[src/common/fsp_pkg.sv]
// constants, field layouts and state types for the flash self-programming controller
package fsp_pkg;

  // register select on the special function register port
  localparam logic FSP_SEL_CTRL = 1'b0;
  localparam logic FSP_SEL_KEY = 1'b1;

  // flash_op_control field positions
  localparam int FSP_GO_BIT = 15;
  localparam int FSP_EN_BIT = 14;
  localparam int FSP_FAULT_BIT = 13;
  localparam int FSP_ERASE_BIT = 6;
  localparam int FSP_OP_MSB = 3;
  localparam int FSP_OP_LSB = 0;
  localparam logic [15:0] FSP_CTRL_RESET = 16'h0000;

  // byte-enable lanes of the register port
  localparam int FSP_LANE_LO = 0;
  localparam int FSP_LANE_HI = 1;

  // unlock key values, low byte of flash_unlock_key
  localparam logic [7:0] FSP_KEY_FIRST = 8'h55;
  localparam logic [7:0] FSP_KEY_SECOND = 8'haa;

  // operation_select codes with the erase bit set
  localparam logic [3:0] FSP_OP_BULK_ERASE = 4'hf;
  localparam logic [3:0] FSP_OP_GSEG_ERASE = 4'hd;
  localparam logic [3:0] FSP_OP_SSEG_ERASE = 4'hc;
  localparam logic [3:0] FSP_OP_PAGE_ERASE = 4'h2;
  // operation_select codes with the erase bit clear
  localparam logic [3:0] FSP_OP_WORD_PROG = 4'h3;
  localparam logic [3:0] FSP_OP_ROW_PROG = 4'h1;

  // array geometry: 64 words a row, 8 rows a page, 2 address units a word
  localparam int FSP_ROW_WORDS = 64;
  localparam int FSP_IDX_W = 6;
  localparam int FSP_ROW_LOW_BITS = 7;
  localparam int FSP_PAGE_LOW_BITS = 10;
  localparam int FSP_ADDR_W = 24;
  localparam int FSP_WORD_W = 24;
  localparam logic [6:0] FSP_ROW_COUNT = 7'h40;
  localparam logic [6:0] FSP_ONE_WORD = 7'h01;

  // operation lengths in internal_fast_oscillator ticks
  localparam real FSP_FAST_OSC_MHZ = 7.37;
  localparam logic [15:0] FSP_ROW_WRITE_TICKS = 16'd11064;
  localparam logic [15:0] FSP_WORD_WRITE_TICKS = 16'd4096;
  localparam logic [15:0] FSP_PAGE_ERASE_TICKS = 16'd16384;
  localparam logic [15:0] FSP_BULK_ERASE_TICKS = 16'd32768;
  localparam logic [15:0] FSP_TICK_ONE = 16'h0001;

  typedef enum logic [1:0] {FSP_KEY_LOCKED, FSP_KEY_HALF, FSP_KEY_OPEN} fsp_key_t;
  typedef enum logic [1:0] {FSP_ST_IDLE, FSP_ST_STREAM, FSP_ST_TIMED} fsp_state_t;

endpackage

[src/hdl/fsp_hold_buf.sv]
// 64-word holding buffer with byte lanes and a registered read port
`timescale 1ns/100ps
`default_nettype none
module fsp_hold_buf
(
  input wire logic clk,
  input wire logic nrst,
  input wire logic [2:0] we,
  input wire logic [5:0] waddr,
  input wire logic [23:0] wdata,
  input wire logic [5:0] raddr,
  output logic [23:0] rdata
);

  // one lane of storage per program-word byte; each lane owns its array so
  // no storage word is written from two processes; no reset on the contents
  genvar g;
  generate
    for (g = 0; g < 3; g++)
    begin : lane
      logic [7:0] mem [0:63];
      logic [7:0] q_r;
      always_ff @(posedge clk)
      begin
        if (we[g])
          mem[waddr] <= wdata[g*8 +: 8];
      end
      // read data always from a flop, one cycle after the address
      always_ff @(posedge clk or negedge nrst)
      begin
        if (!nrst)
          q_r <= 8'h00;
        else
          q_r <= mem[raddr];
      end
    end
  endgenerate

  // the three lane flops form the program word
  assign rdata = {lane[2].q_r, lane[1].q_r, lane[0].q_r};

endmodule
`default_nettype wire

[src/hdl/fsp_flash_self_program_ctrl.sv]
// self-programming controller: table access, holding buffer, unlock and timed flash operations
// Overview of operation
// - rows hold 64 words of 24 bits; a row program writes one row.
// - page erase clears eight consecutive rows, 512 words, in one operation.
// - pages align on 1536-byte, rows on 192-byte boundaries; low address bits ignored.
// - buffers are filled in order, all within one 64-word aligned group.
// - table write only updates the holding buffer and takes two cycles.
// - a single program word can be programmed as its own operation.
// - flash address is the 8-bit table page joined with the 16-bit address.
// - low-word table access reaches bits 15 to 0, word or byte mode.
// - high-word table access reaches bits 23 to 16 in word mode or at an even byte address; an odd byte reads zero.
// - the CPU stalls from operation start until it finishes.
// - duration is a fixed count of fast-oscillator ticks, 11064 for a row.
// - setting the go bit launches the operation; hardware clears it at completion.
// - keys 0x55 then 0xAA on consecutive writes must precede the go bit.
// - go bit is set-only from software; writing zero does nothing.
// - program-enable gates every program and erase; without it nothing changes.
// - erase codes: 1111 bulk, 1101 general segment, 1100 secure segment, 0010 page.
// - program codes: 0001 row from buffers, a separate code for one word.
// - erase select is bit 6, set for erases, clear for programming.
`timescale 1ns/100ps
`default_nettype none
module fsp_flash_self_program_ctrl
#(
  parameter logic [15:0] ROW_TICKS = fsp_pkg::FSP_ROW_WRITE_TICKS,
  parameter logic [15:0] WORD_TICKS = fsp_pkg::FSP_WORD_WRITE_TICKS,
  parameter logic [15:0] PAGE_TICKS = fsp_pkg::FSP_PAGE_ERASE_TICKS,
  parameter logic [15:0] BULK_TICKS = fsp_pkg::FSP_BULK_ERASE_TICKS
)
(
  input wire logic CORE_CLK,
  input wire logic NRST,
  input wire logic REG_WE,
  input wire logic REG_RE,
  input wire logic REG_SEL,
  input wire logic [1:0] REG_BE,
  input wire logic [15:0] REG_WDATA,
  output logic [15:0] REG_RDATA,
  input wire logic TBL_REQ,
  input wire logic TBL_WRITE,
  input wire logic TBL_HIGH,
  input wire logic TBL_BYTE,
  input wire logic [7:0] TABLE_PAGE_SELECT,
  input wire logic [15:0] TBL_EA,
  input wire logic [15:0] TBL_WDATA,
  output logic [15:0] TBL_RDATA,
  output logic TBL_ACK,
  output logic CPU_STALL,
  input wire logic FAST_OSC_TICK,
  output logic [23:0] ARR_RADDR,
  input wire logic [23:0] ARR_RDATA,
  output logic [23:0] ARR_ADDR,
  output logic [23:0] ARR_WDATA,
  output logic ARR_WE,
  output logic ARR_ERASE,
  output logic [3:0] ARR_ERASE_MODE
);

  fsp_pkg::fsp_state_t state_r;
  fsp_pkg::fsp_key_t key_r;
  logic go_r, en_r, fault_r, erase_r;
  logic [3:0] op_r;
  logic [15:0] rdata_r, tbl_rdata_r;
  logic tbl_ack_r;
  logic [23:0] buf_addr_r;
  logic buf_loaded_r, grp_bad_r;
  logic [5:0] stream_idx_r, wr_idx_r;
  logic [6:0] stream_left_r;
  logic stream_pend_r;
  logic [15:0] tick_cnt_r, target_r;
  logic erase_pulse_r;
  logic [23:0] buf_rdata;

  // register port decode
  wire idle = (state_r == fsp_pkg::FSP_ST_IDLE);
  wire wr_ctrl = REG_WE && (REG_SEL == fsp_pkg::FSP_SEL_CTRL) && idle;
  wire wr_key = REG_WE && (REG_SEL == fsp_pkg::FSP_SEL_KEY) && REG_BE[fsp_pkg::FSP_LANE_LO];
  wire wr_hi = wr_ctrl && REG_BE[fsp_pkg::FSP_LANE_HI];
  wire wr_lo = wr_ctrl && REG_BE[fsp_pkg::FSP_LANE_LO];
  wire [7:0] key_data = REG_WDATA[7:0];

  // fields as they stand after this write, so one write may set up and go
  wire en_w = wr_hi ? REG_WDATA[fsp_pkg::FSP_EN_BIT] : en_r;
  wire erase_w = wr_lo ? REG_WDATA[fsp_pkg::FSP_ERASE_BIT] : erase_r;
  wire [3:0] op_w = wr_lo ? REG_WDATA[fsp_pkg::FSP_OP_MSB:fsp_pkg::FSP_OP_LSB] : op_r;
  wire go_req = wr_hi && REG_WDATA[fsp_pkg::FSP_GO_BIT];
  wire op_is_page = erase_w && (op_w == fsp_pkg::FSP_OP_PAGE_ERASE);
  wire op_is_bulk = erase_w && (op_w == fsp_pkg::FSP_OP_BULK_ERASE);
  wire op_is_seg = erase_w && ((op_w == fsp_pkg::FSP_OP_GSEG_ERASE)
                   || (op_w == fsp_pkg::FSP_OP_SSEG_ERASE));
  wire op_is_row = !erase_w && (op_w == fsp_pkg::FSP_OP_ROW_PROG);
  wire op_is_word = !erase_w && (op_w == fsp_pkg::FSP_OP_WORD_PROG);
  wire op_valid = op_is_page || op_is_bulk || op_is_seg || op_is_row || op_is_word;
  wire seq_bad = (key_r != fsp_pkg::FSP_KEY_OPEN) || (op_is_row && grp_bad_r);
  wire launch = go_req && en_w && op_valid && !seq_bad;
  wire refuse = go_req && en_w && seq_bad;
  wire op_is_erase = op_is_page || op_is_bulk || op_is_seg;

  localparam logic FSP_CTRL_GO_RST = fsp_pkg::FSP_CTRL_RESET[fsp_pkg::FSP_GO_BIT];

  // control register fields; go sets only from software and clears only at the end
  wire op_done = (state_r == fsp_pkg::FSP_ST_TIMED) && FAST_OSC_TICK
                 && (tick_cnt_r == target_r - fsp_pkg::FSP_TICK_ONE);
  always_ff @(posedge CORE_CLK or negedge NRST)
  begin
    if (!NRST)
    begin
      go_r <= FSP_CTRL_GO_RST;
      en_r <= 1'b0;
      erase_r <= 1'b0;
      op_r <= 4'h0;
    end
    else
    begin
      if (launch)
        go_r <= 1'b1;
      else if (op_done)
        go_r <= 1'b0;
      if (wr_hi)
        en_r <= REG_WDATA[fsp_pkg::FSP_EN_BIT];
      if (wr_lo)
      begin
        erase_r <= REG_WDATA[fsp_pkg::FSP_ERASE_BIT];
        op_r <= REG_WDATA[fsp_pkg::FSP_OP_MSB:fsp_pkg::FSP_OP_LSB];
      end
    end
  end
  // fault flag: a refused start beats a software clear in the same cycle
  always_ff @(posedge CORE_CLK or negedge NRST)
  begin
    if (!NRST)
      fault_r <= 1'b0;
    else if (refuse)
      fault_r <= 1'b1;
    else if (launch)
      fault_r <= 1'b0;
    else if (wr_hi)
      fault_r <= REG_WDATA[fsp_pkg::FSP_FAULT_BIT];
  end

  // unlock tracker: any other register write in between discards a half key
  always_ff @(posedge CORE_CLK or negedge NRST)
  begin
    if (!NRST)
      key_r <= fsp_pkg::FSP_KEY_LOCKED;
    else if (wr_key && key_data == fsp_pkg::FSP_KEY_FIRST)
      key_r <= fsp_pkg::FSP_KEY_HALF;
    else if (wr_key && key_data == fsp_pkg::FSP_KEY_SECOND && key_r == fsp_pkg::FSP_KEY_HALF)
      key_r <= fsp_pkg::FSP_KEY_OPEN;
    else if (REG_WE)
      key_r <= fsp_pkg::FSP_KEY_LOCKED;
  end

  // register read data; the key register always reads zero
  wire [15:0] ctrl_view = {go_r, en_r, fault_r, 6'h00, erase_r, 2'h0, op_r};
  always_ff @(posedge CORE_CLK or negedge NRST)
  begin
    if (!NRST)
      rdata_r <= 16'h0000;
    else if (REG_RE)
      rdata_r <= (REG_SEL == fsp_pkg::FSP_SEL_KEY) ? 16'h0000 : ctrl_view;
  end

  // table access: address joins page and offset; taken only while idle
  wire [23:0] tbl_addr = {TABLE_PAGE_SELECT, TBL_EA};
  wire tbl_take = TBL_REQ && idle && !tbl_ack_r;
  wire tbl_wr = tbl_take && TBL_WRITE;
  wire tbl_rd = tbl_take && !TBL_WRITE;
  wire byte_hi = TBL_EA[0];
  wire [15:0] rd_low = TBL_BYTE ? {8'h00, (byte_hi ? ARR_RDATA[15:8] : ARR_RDATA[7:0])}
                       : ARR_RDATA[15:0];
  wire [15:0] rd_high = (TBL_BYTE && byte_hi) ? 16'h0000 : {8'h00, ARR_RDATA[23:16]};
  always_ff @(posedge CORE_CLK or negedge NRST)
  begin
    if (!NRST)
    begin
      tbl_ack_r <= 1'b0;
      tbl_rdata_r <= 16'h0000;
    end
    else
    begin
      tbl_ack_r <= tbl_take;
      if (tbl_rd)
        tbl_rdata_r <= TBL_HIGH ? rd_high : rd_low;
    end
  end

  // buffer lane enables: writes reach the holding buffer only, never the array
  wire [2:0] lanes_low = TBL_BYTE ? (byte_hi ? 3'h2 : 3'h1) : 3'h3;
  wire [2:0] lanes_high = (TBL_BYTE && byte_hi) ? 3'h0 : 3'h4;
  wire [2:0] buf_we = tbl_wr ? (TBL_HIGH ? lanes_high : lanes_low) : 3'h0;
  wire [23:0] buf_wdata = TBL_BYTE ? {3{TBL_WDATA[7:0]}} : {TBL_WDATA[7:0], TBL_WDATA};
  wire [5:0] buf_widx = tbl_addr[fsp_pkg::FSP_ROW_LOW_BITS-1:1];
  wire same_grp = (tbl_addr[23:fsp_pkg::FSP_ROW_LOW_BITS]
                   == buf_addr_r[23:fsp_pkg::FSP_ROW_LOW_BITS]);

  // remember the group being loaded and flag any write that strays outside it
  always_ff @(posedge CORE_CLK or negedge NRST)
  begin
    if (!NRST)
    begin
      buf_addr_r <= 24'h000000;
      buf_loaded_r <= 1'b0;
      grp_bad_r <= 1'b0;
    end
    else if (launch)
    begin
      buf_loaded_r <= 1'b0;
      grp_bad_r <= 1'b0;
    end
    else if (tbl_wr)
    begin
      buf_addr_r <= tbl_addr;
      buf_loaded_r <= 1'b1;
      if (buf_loaded_r && !same_grp)
        grp_bad_r <= 1'b1;
    end
  end

  // aligned bases; the low bits inside a row or page are dropped
  wire [23:0] row_base = {buf_addr_r[23:fsp_pkg::FSP_ROW_LOW_BITS], 7'h00};
  wire [23:0] page_base = {buf_addr_r[23:fsp_pkg::FSP_PAGE_LOW_BITS], 10'h000};
  wire [15:0] ticks_sel = op_is_row ? ROW_TICKS : op_is_word ? WORD_TICKS
                          : op_is_bulk ? BULK_TICKS : PAGE_TICKS;

  // sequencer: stream buffer words to the array, then wait out the tick count
  always_ff @(posedge CORE_CLK or negedge NRST)
  begin
    if (!NRST)
    begin
      state_r <= fsp_pkg::FSP_ST_IDLE;
      stream_idx_r <= 6'h00;
      stream_left_r <= 7'h00;
      stream_pend_r <= 1'b0;
      wr_idx_r <= 6'h00;
      tick_cnt_r <= 16'h0000;
      target_r <= 16'h0000;
      erase_pulse_r <= 1'b0;
    end
    else
    begin
      erase_pulse_r <= 1'b0;
      unique case (state_r)
        fsp_pkg::FSP_ST_IDLE:
        begin
          tick_cnt_r <= 16'h0000;
          if (launch)
          begin
            target_r <= ticks_sel;
            if (op_is_erase)
            begin
              erase_pulse_r <= 1'b1;
              state_r <= fsp_pkg::FSP_ST_TIMED;
            end
            else
            begin
              // word index from the last table write, matching the row base
              stream_idx_r <= op_is_row ? 6'h00 : buf_addr_r[fsp_pkg::FSP_ROW_LOW_BITS-1:1];
              stream_left_r <= op_is_row ? fsp_pkg::FSP_ROW_COUNT
                               : fsp_pkg::FSP_ONE_WORD;
              state_r <= fsp_pkg::FSP_ST_STREAM;
            end
          end
        end
        fsp_pkg::FSP_ST_STREAM:
        begin
          stream_pend_r <= (stream_left_r != 7'h00);
          wr_idx_r <= stream_idx_r;
          if (stream_left_r != 7'h00)
          begin
            stream_idx_r <= stream_idx_r + 6'h01;
            stream_left_r <= stream_left_r - 7'h01;
          end
          else if (stream_pend_r)
            state_r <= fsp_pkg::FSP_ST_TIMED;
        end
        fsp_pkg::FSP_ST_TIMED:
        begin
          stream_pend_r <= 1'b0;
          if (op_done)
            state_r <= fsp_pkg::FSP_ST_IDLE;
          else if (FAST_OSC_TICK)
            tick_cnt_r <= tick_cnt_r + fsp_pkg::FSP_TICK_ONE;
        end
      endcase
    end
  end

  fsp_hold_buf u_buf
  (
    .clk(CORE_CLK),
    .nrst(NRST),
    .we(buf_we),
    .waddr(buf_widx),
    .wdata(buf_wdata),
    .raddr(stream_idx_r),
    .rdata(buf_rdata)
  );

  // outputs; the stall holds from launch to completion
  assign CPU_STALL = !idle;
  assign REG_RDATA = rdata_r;
  assign TBL_RDATA = tbl_rdata_r;
  assign TBL_ACK = tbl_ack_r;
  assign ARR_RADDR = tbl_addr;
  assign ARR_WE = stream_pend_r && (state_r == fsp_pkg::FSP_ST_STREAM);
  assign ARR_WDATA = buf_rdata;
  assign ARR_ADDR = ARR_ERASE ? ((op_r == fsp_pkg::FSP_OP_PAGE_ERASE) ? page_base : row_base)
                    : (row_base | {17'h00000, wr_idx_r, 1'b0});
  assign ARR_ERASE = erase_pulse_r;
  assign ARR_ERASE_MODE = op_r;

  logic [6:0] we_cnt_r;
  always_ff @(posedge CORE_CLK or negedge NRST)
  begin
    if (!NRST)
      we_cnt_r <= 7'h00;
    else if (launch)
      we_cnt_r <= 7'h00;
    else if (ARR_WE)
      we_cnt_r <= we_cnt_r + 7'h01;
  end
endmodule
`default_nettype wire

[config.mk]
export PLATFORM = sky130hd
export DESIGN_NAME = fsp_flash_self_program_ctrl
export DESIGN_NICKNAME = d
export VERILOG_FILES = /design/src/common/fsp_pkg.sv /design/src/hdl/fsp_hold_buf.sv /design/src/hdl/fsp_flash_self_program_ctrl.sv
export SDC_FILE = /design/constraint.sdc
export NUM_CORES = 2
export LEC_CHECK = 0
export BUFFER_PORTS_ARGS = -buffer_cell sky130_fd_sc_hd__buf_2
export CAP_MARGIN = 20
export CORE_MARGIN = 2
export CORE_UTILIZATION = 45
export CTS_BUF_LIST = sky130_fd_sc_hd__clkbuf_4 sky130_fd_sc_hd__clkbuf_8 sky130_fd_sc_hd__clkbuf_16
export CTS_CLUSTER_DIAMETER = 30
export DETAILED_ROUTE_END_ITERATION = 16
export GPL_TIMING_DRIVEN = 0
export PLACE_DENSITY_LB_ADDON = 0.15
export SETUP_SLACK_MARGIN = 0.05
export SLEW_MARGIN = 20
export SYNTH_ARGS = -nofsm -noshare
export SYNTH_HDL_FRONTEND = slang
export SYNTH_HIERARCHICAL = 1
export SYNTH_SLANG_ARGS = --single-unit
[constraint.sdc]
create_clock -name CORE_CLK -period 5.07 [get_ports CORE_CLK]
set_clock_uncertainty 0.1 [all_clocks]
set_input_delay 1.014 -clock CORE_CLK [delete_from_list [all_inputs] [get_ports CORE_CLK]]
set_output_delay 1.014 -clock CORE_CLK [all_outputs]
set_load 0.02 [all_outputs]
==> flow_summary.toml <==
[timing]
grt_setup_unrepaired = "no"
slew_violations = 0
clock.fmax_mhz = 202
setup_violations = 0
worst_pin_slew_ns = 1.13
finalCriticalPeriod_ns = 4.96
slew_headroom_pct = 24.3
hold_violations = 0
fin_setup_tns_ns = 0
finalCritPeriodShare_pct = 97.8

[status]
status = "completed"

[placement]
placedCellCount = 5464
numPortBuffers = 186
place_area_um2 = 69800
post-dp-hpwl_um = 129000
gp_congestion = 0.925

[logic_synthesis]
synth_cell_types = 70
syn_avg_cell_area_um2 = 19.8
synthFlopType = "edfxtp_1"
netlist_area_um2 = 65900
syn-instance-count = 3335
synth_compound_area_share_pct = 2.96
synthMuxAreaShare_pct = 15.4
ys_seq_area_share_pct = 74.8
synth-async-reset-ratio_pct = 7.64
synth_xor_area_share_pct = 0.292
synth_top_family_by_area = "multiplexers"
synthAdderAreaFrac_pct = 0.171
yosys_warnings = 6
yosys.area_share.simple_pct = 4.32
synth_edf_count = 1536
synth.ff_latch_count = 1663

[setup_path]
cp_slowest_cell = "nor2_1"
cp_data_required_time_ns = 5.46
cp-end-kind = "flop"
cpMostUsedCell = "nand2_1"
crit_fanout = 10
r2r_start = "state_r[0]$_DFFE_PN0P_"
rrSetupSlack_ns = 0.11
start_kind = "flop"
path_cells = "inv_1, ha_1, buf_4, nand2_1, nor2_1, nand2_1, nor3_1, clkbuf_1, nand2_1, nor2_1"
slowest_delay_ns = 1.11
timing_worst_setup_path_type = "flop to flop"
r2r_cells = 10
arrival_ns = 5.36
r2r_end = "u_buf/lane[0].mem[19][3]$_DFFE_PP_"

[power_and_ir_drop]
power_per_cell_area_nw_per_um2 = 632
p_leak_nw = 27.7
totalPowerFinal_mw = 51.9
ir_worst_vdd_uv = 404

[detailed_routing]
routed_wl_um = 194000
top_layer = "met5"
drtPass1Iterations = 6
viasPerCell = 6.01
num_vias = 36800
drtAntennaViolNets = 0
drt_iter0_markers = 3949
wl_per_cell_um = 31.7
drcViolationCount = 0
wl_met2_um = 89100
wl_met3_um = 19300
wl_met1_um = 78600

[global_routing]
grt_usage_pct = 25.8
grt_start_max_net_pins = 86
gr-total-overflow = 0
grt_antenna_before_repair = 15
grt_pass1_wl_um = 272000
first_global_vias = 36200

[finish]
syn2layout_area_growth_pct = 24.6
final_cell_mix = "edfxtp_1, mux4_2, clkbuf_16"
utilization_pct = 56.4
final_common_cell = "edfxtp_1"
layout.nets = 4011
final_cells = 6113
stdcell_area_um2 = 82100
drive_gt1_share_pct = 33.9

[clock_tree]
ctsResizeCount = 0
post_cts_buffers = 0
htree_levels = 5
path_clk_slew_ns = 0.05
hold_buffers = 1
clk_latency_ns = 0.92
numCtsBuffers = 359
clock-sinks = 1663
cts_buffer_depth = 4
tritoncts = "yes"
cts_root_buffer = "clkbuf_16"

[run]
maxCapViolations = 0

[die]
die_height_um = 387
fp.coreArea_um2 = 146000
ioPinCount = 204
die_w_um = 387
row_count = 140
initial_core_util_pct = 45.3
die-area_um2 = 150000

[min_path]
hold_depth = 3
hold_path.startpoint = "ARR_RDATA[14]"
whs_endpoint = "TBL_RDATA[14]$_DFFE_PN0P_"
holdCritPathClass = "input port to flop"
-- critical path, delay by kind of cell, from the launching register on --
kind          cells  cell delay, ns
flops             1            0.39
buf+inv           3            0.74
fa+ha+maj         1            0.14
simple gates      6            3.19
-- area by class of cell --
| class | count | area [µm²] |
|---|---|---|
| fill | 11000 | 63400 |
| multi-input combinational | 1418 | 15400 |
| tap | 1917 | 2400 |
| inverter | 26 | 97.6 |
| timing repair buffer | 206 | 1420 |
| buffer | 236 | 1240 |
| sequential | 1663 | 49300 |
| antenna | 5 | 12.5 |
| clock inverter | 223 | 2650 |
| clock buffer | 419 | 9640 |
-- cell usage after synthesis, types with 22 or more instances --
master	n	share of area, %
a21oi_1	29	0.22
buf_2	42	0.32
buf_4	67	0.76
clkbuf_1	109	0.62
dfrtp_1	127	4.8
edfxtp_1	1536	70
inv_1	24	0.14
mux2_2	48	0.82
mux4_2	406	14
nand2_1	126	0.72
nand3_1	26	0.20
nor2_1	278	1.6
o21ai_0	57	0.43
o221ai_1	23	0.31
o22ai_1	72	0.68
o31a_1	23	0.31
o32ai_1	22	0.29
or3_1	31	0.29
-- state kept, by name (all words and copies together), names as in the netlist, 2 cells and up --
signal	flops
u_buf/lane.mem	1536
u_buf/lane.q_r	24
buf_addr_r	23
TBL_RDATA	16
tick_cnt_r	16
REG_RDATA	8
stream_left_r	7
stream_idx_r	6
wr_idx_r	6
ARR_ERASE_MODE	4
target_r	4
key_r	2
state_r	2
-- how the worst max path moves through the flow --
stage,start,end,slack (ns)
6_report,state_r[0]$_DFFE_PN0P_,u_buf/lane[0].mem[19][3]$_DFFE_PP_,0.11
5_1_grt,state_r[0]$_DFFE_PN0P_,u_buf/lane[0].mem[33][6]$_DFFE_PP_,0.12
4_1_cts,state_r[0]$_DFFE_PN0P_,u_buf/lane[0].mem[35][6]$_DFFE_PP_,0.40
3_5_place_dp,TBL_BYTE,u_buf/lane[1].mem[49][7]$_DFFE_PP_,0.02
3_3_place_gp,TBL_WDATA[2],u_buf/lane[1].mem[4][2]$_DFFE_PP_,-0.24
2_1_floorplan,REG_WDATA[2],buf_addr_r[10]$_DFFE_PN0P_,2.04
-- cell families after synthesis --
family,count (synthesis)
flops,1663
mux,491
other cells,1
xor+xnor,22
fa+ha+maj,9
buf+inv,262
compound gates,286
simple gates,601
-- stage by stage --
stage               setup slack, ns  hold slack [ns]
global placement             -0.243            0.353
CTS                           0.404            0.217
finish                        0.109            0.270
detailed placement           0.0229            0.354
floorplan                      2.04            0.366
global route                  0.124            0.267
-- metal layers --
layer / global-route usage, % / vias to the layer above
li1: - / 14900
met1: 36.6 / 19400
met2: 39.0 / 2064
met3: 6.20 / 393
met4: 9.65 / 10
met5: 0.0974 / -
-- power breakdown --
part | total (mW) | switching, mW | internal, mW | leakage [nW]
registers | 15.8 | 0.336 | 15.5 | 15.4
logic | 12.6 | 7.77 | 4.84 | 6.29
clock network | 23.5 | 7.24 | 16.2 | 6.01
total | 51.9 | 15.4 | 36.5 | 27.7
No activity file was read; power rests on OpenSTA's default activity.
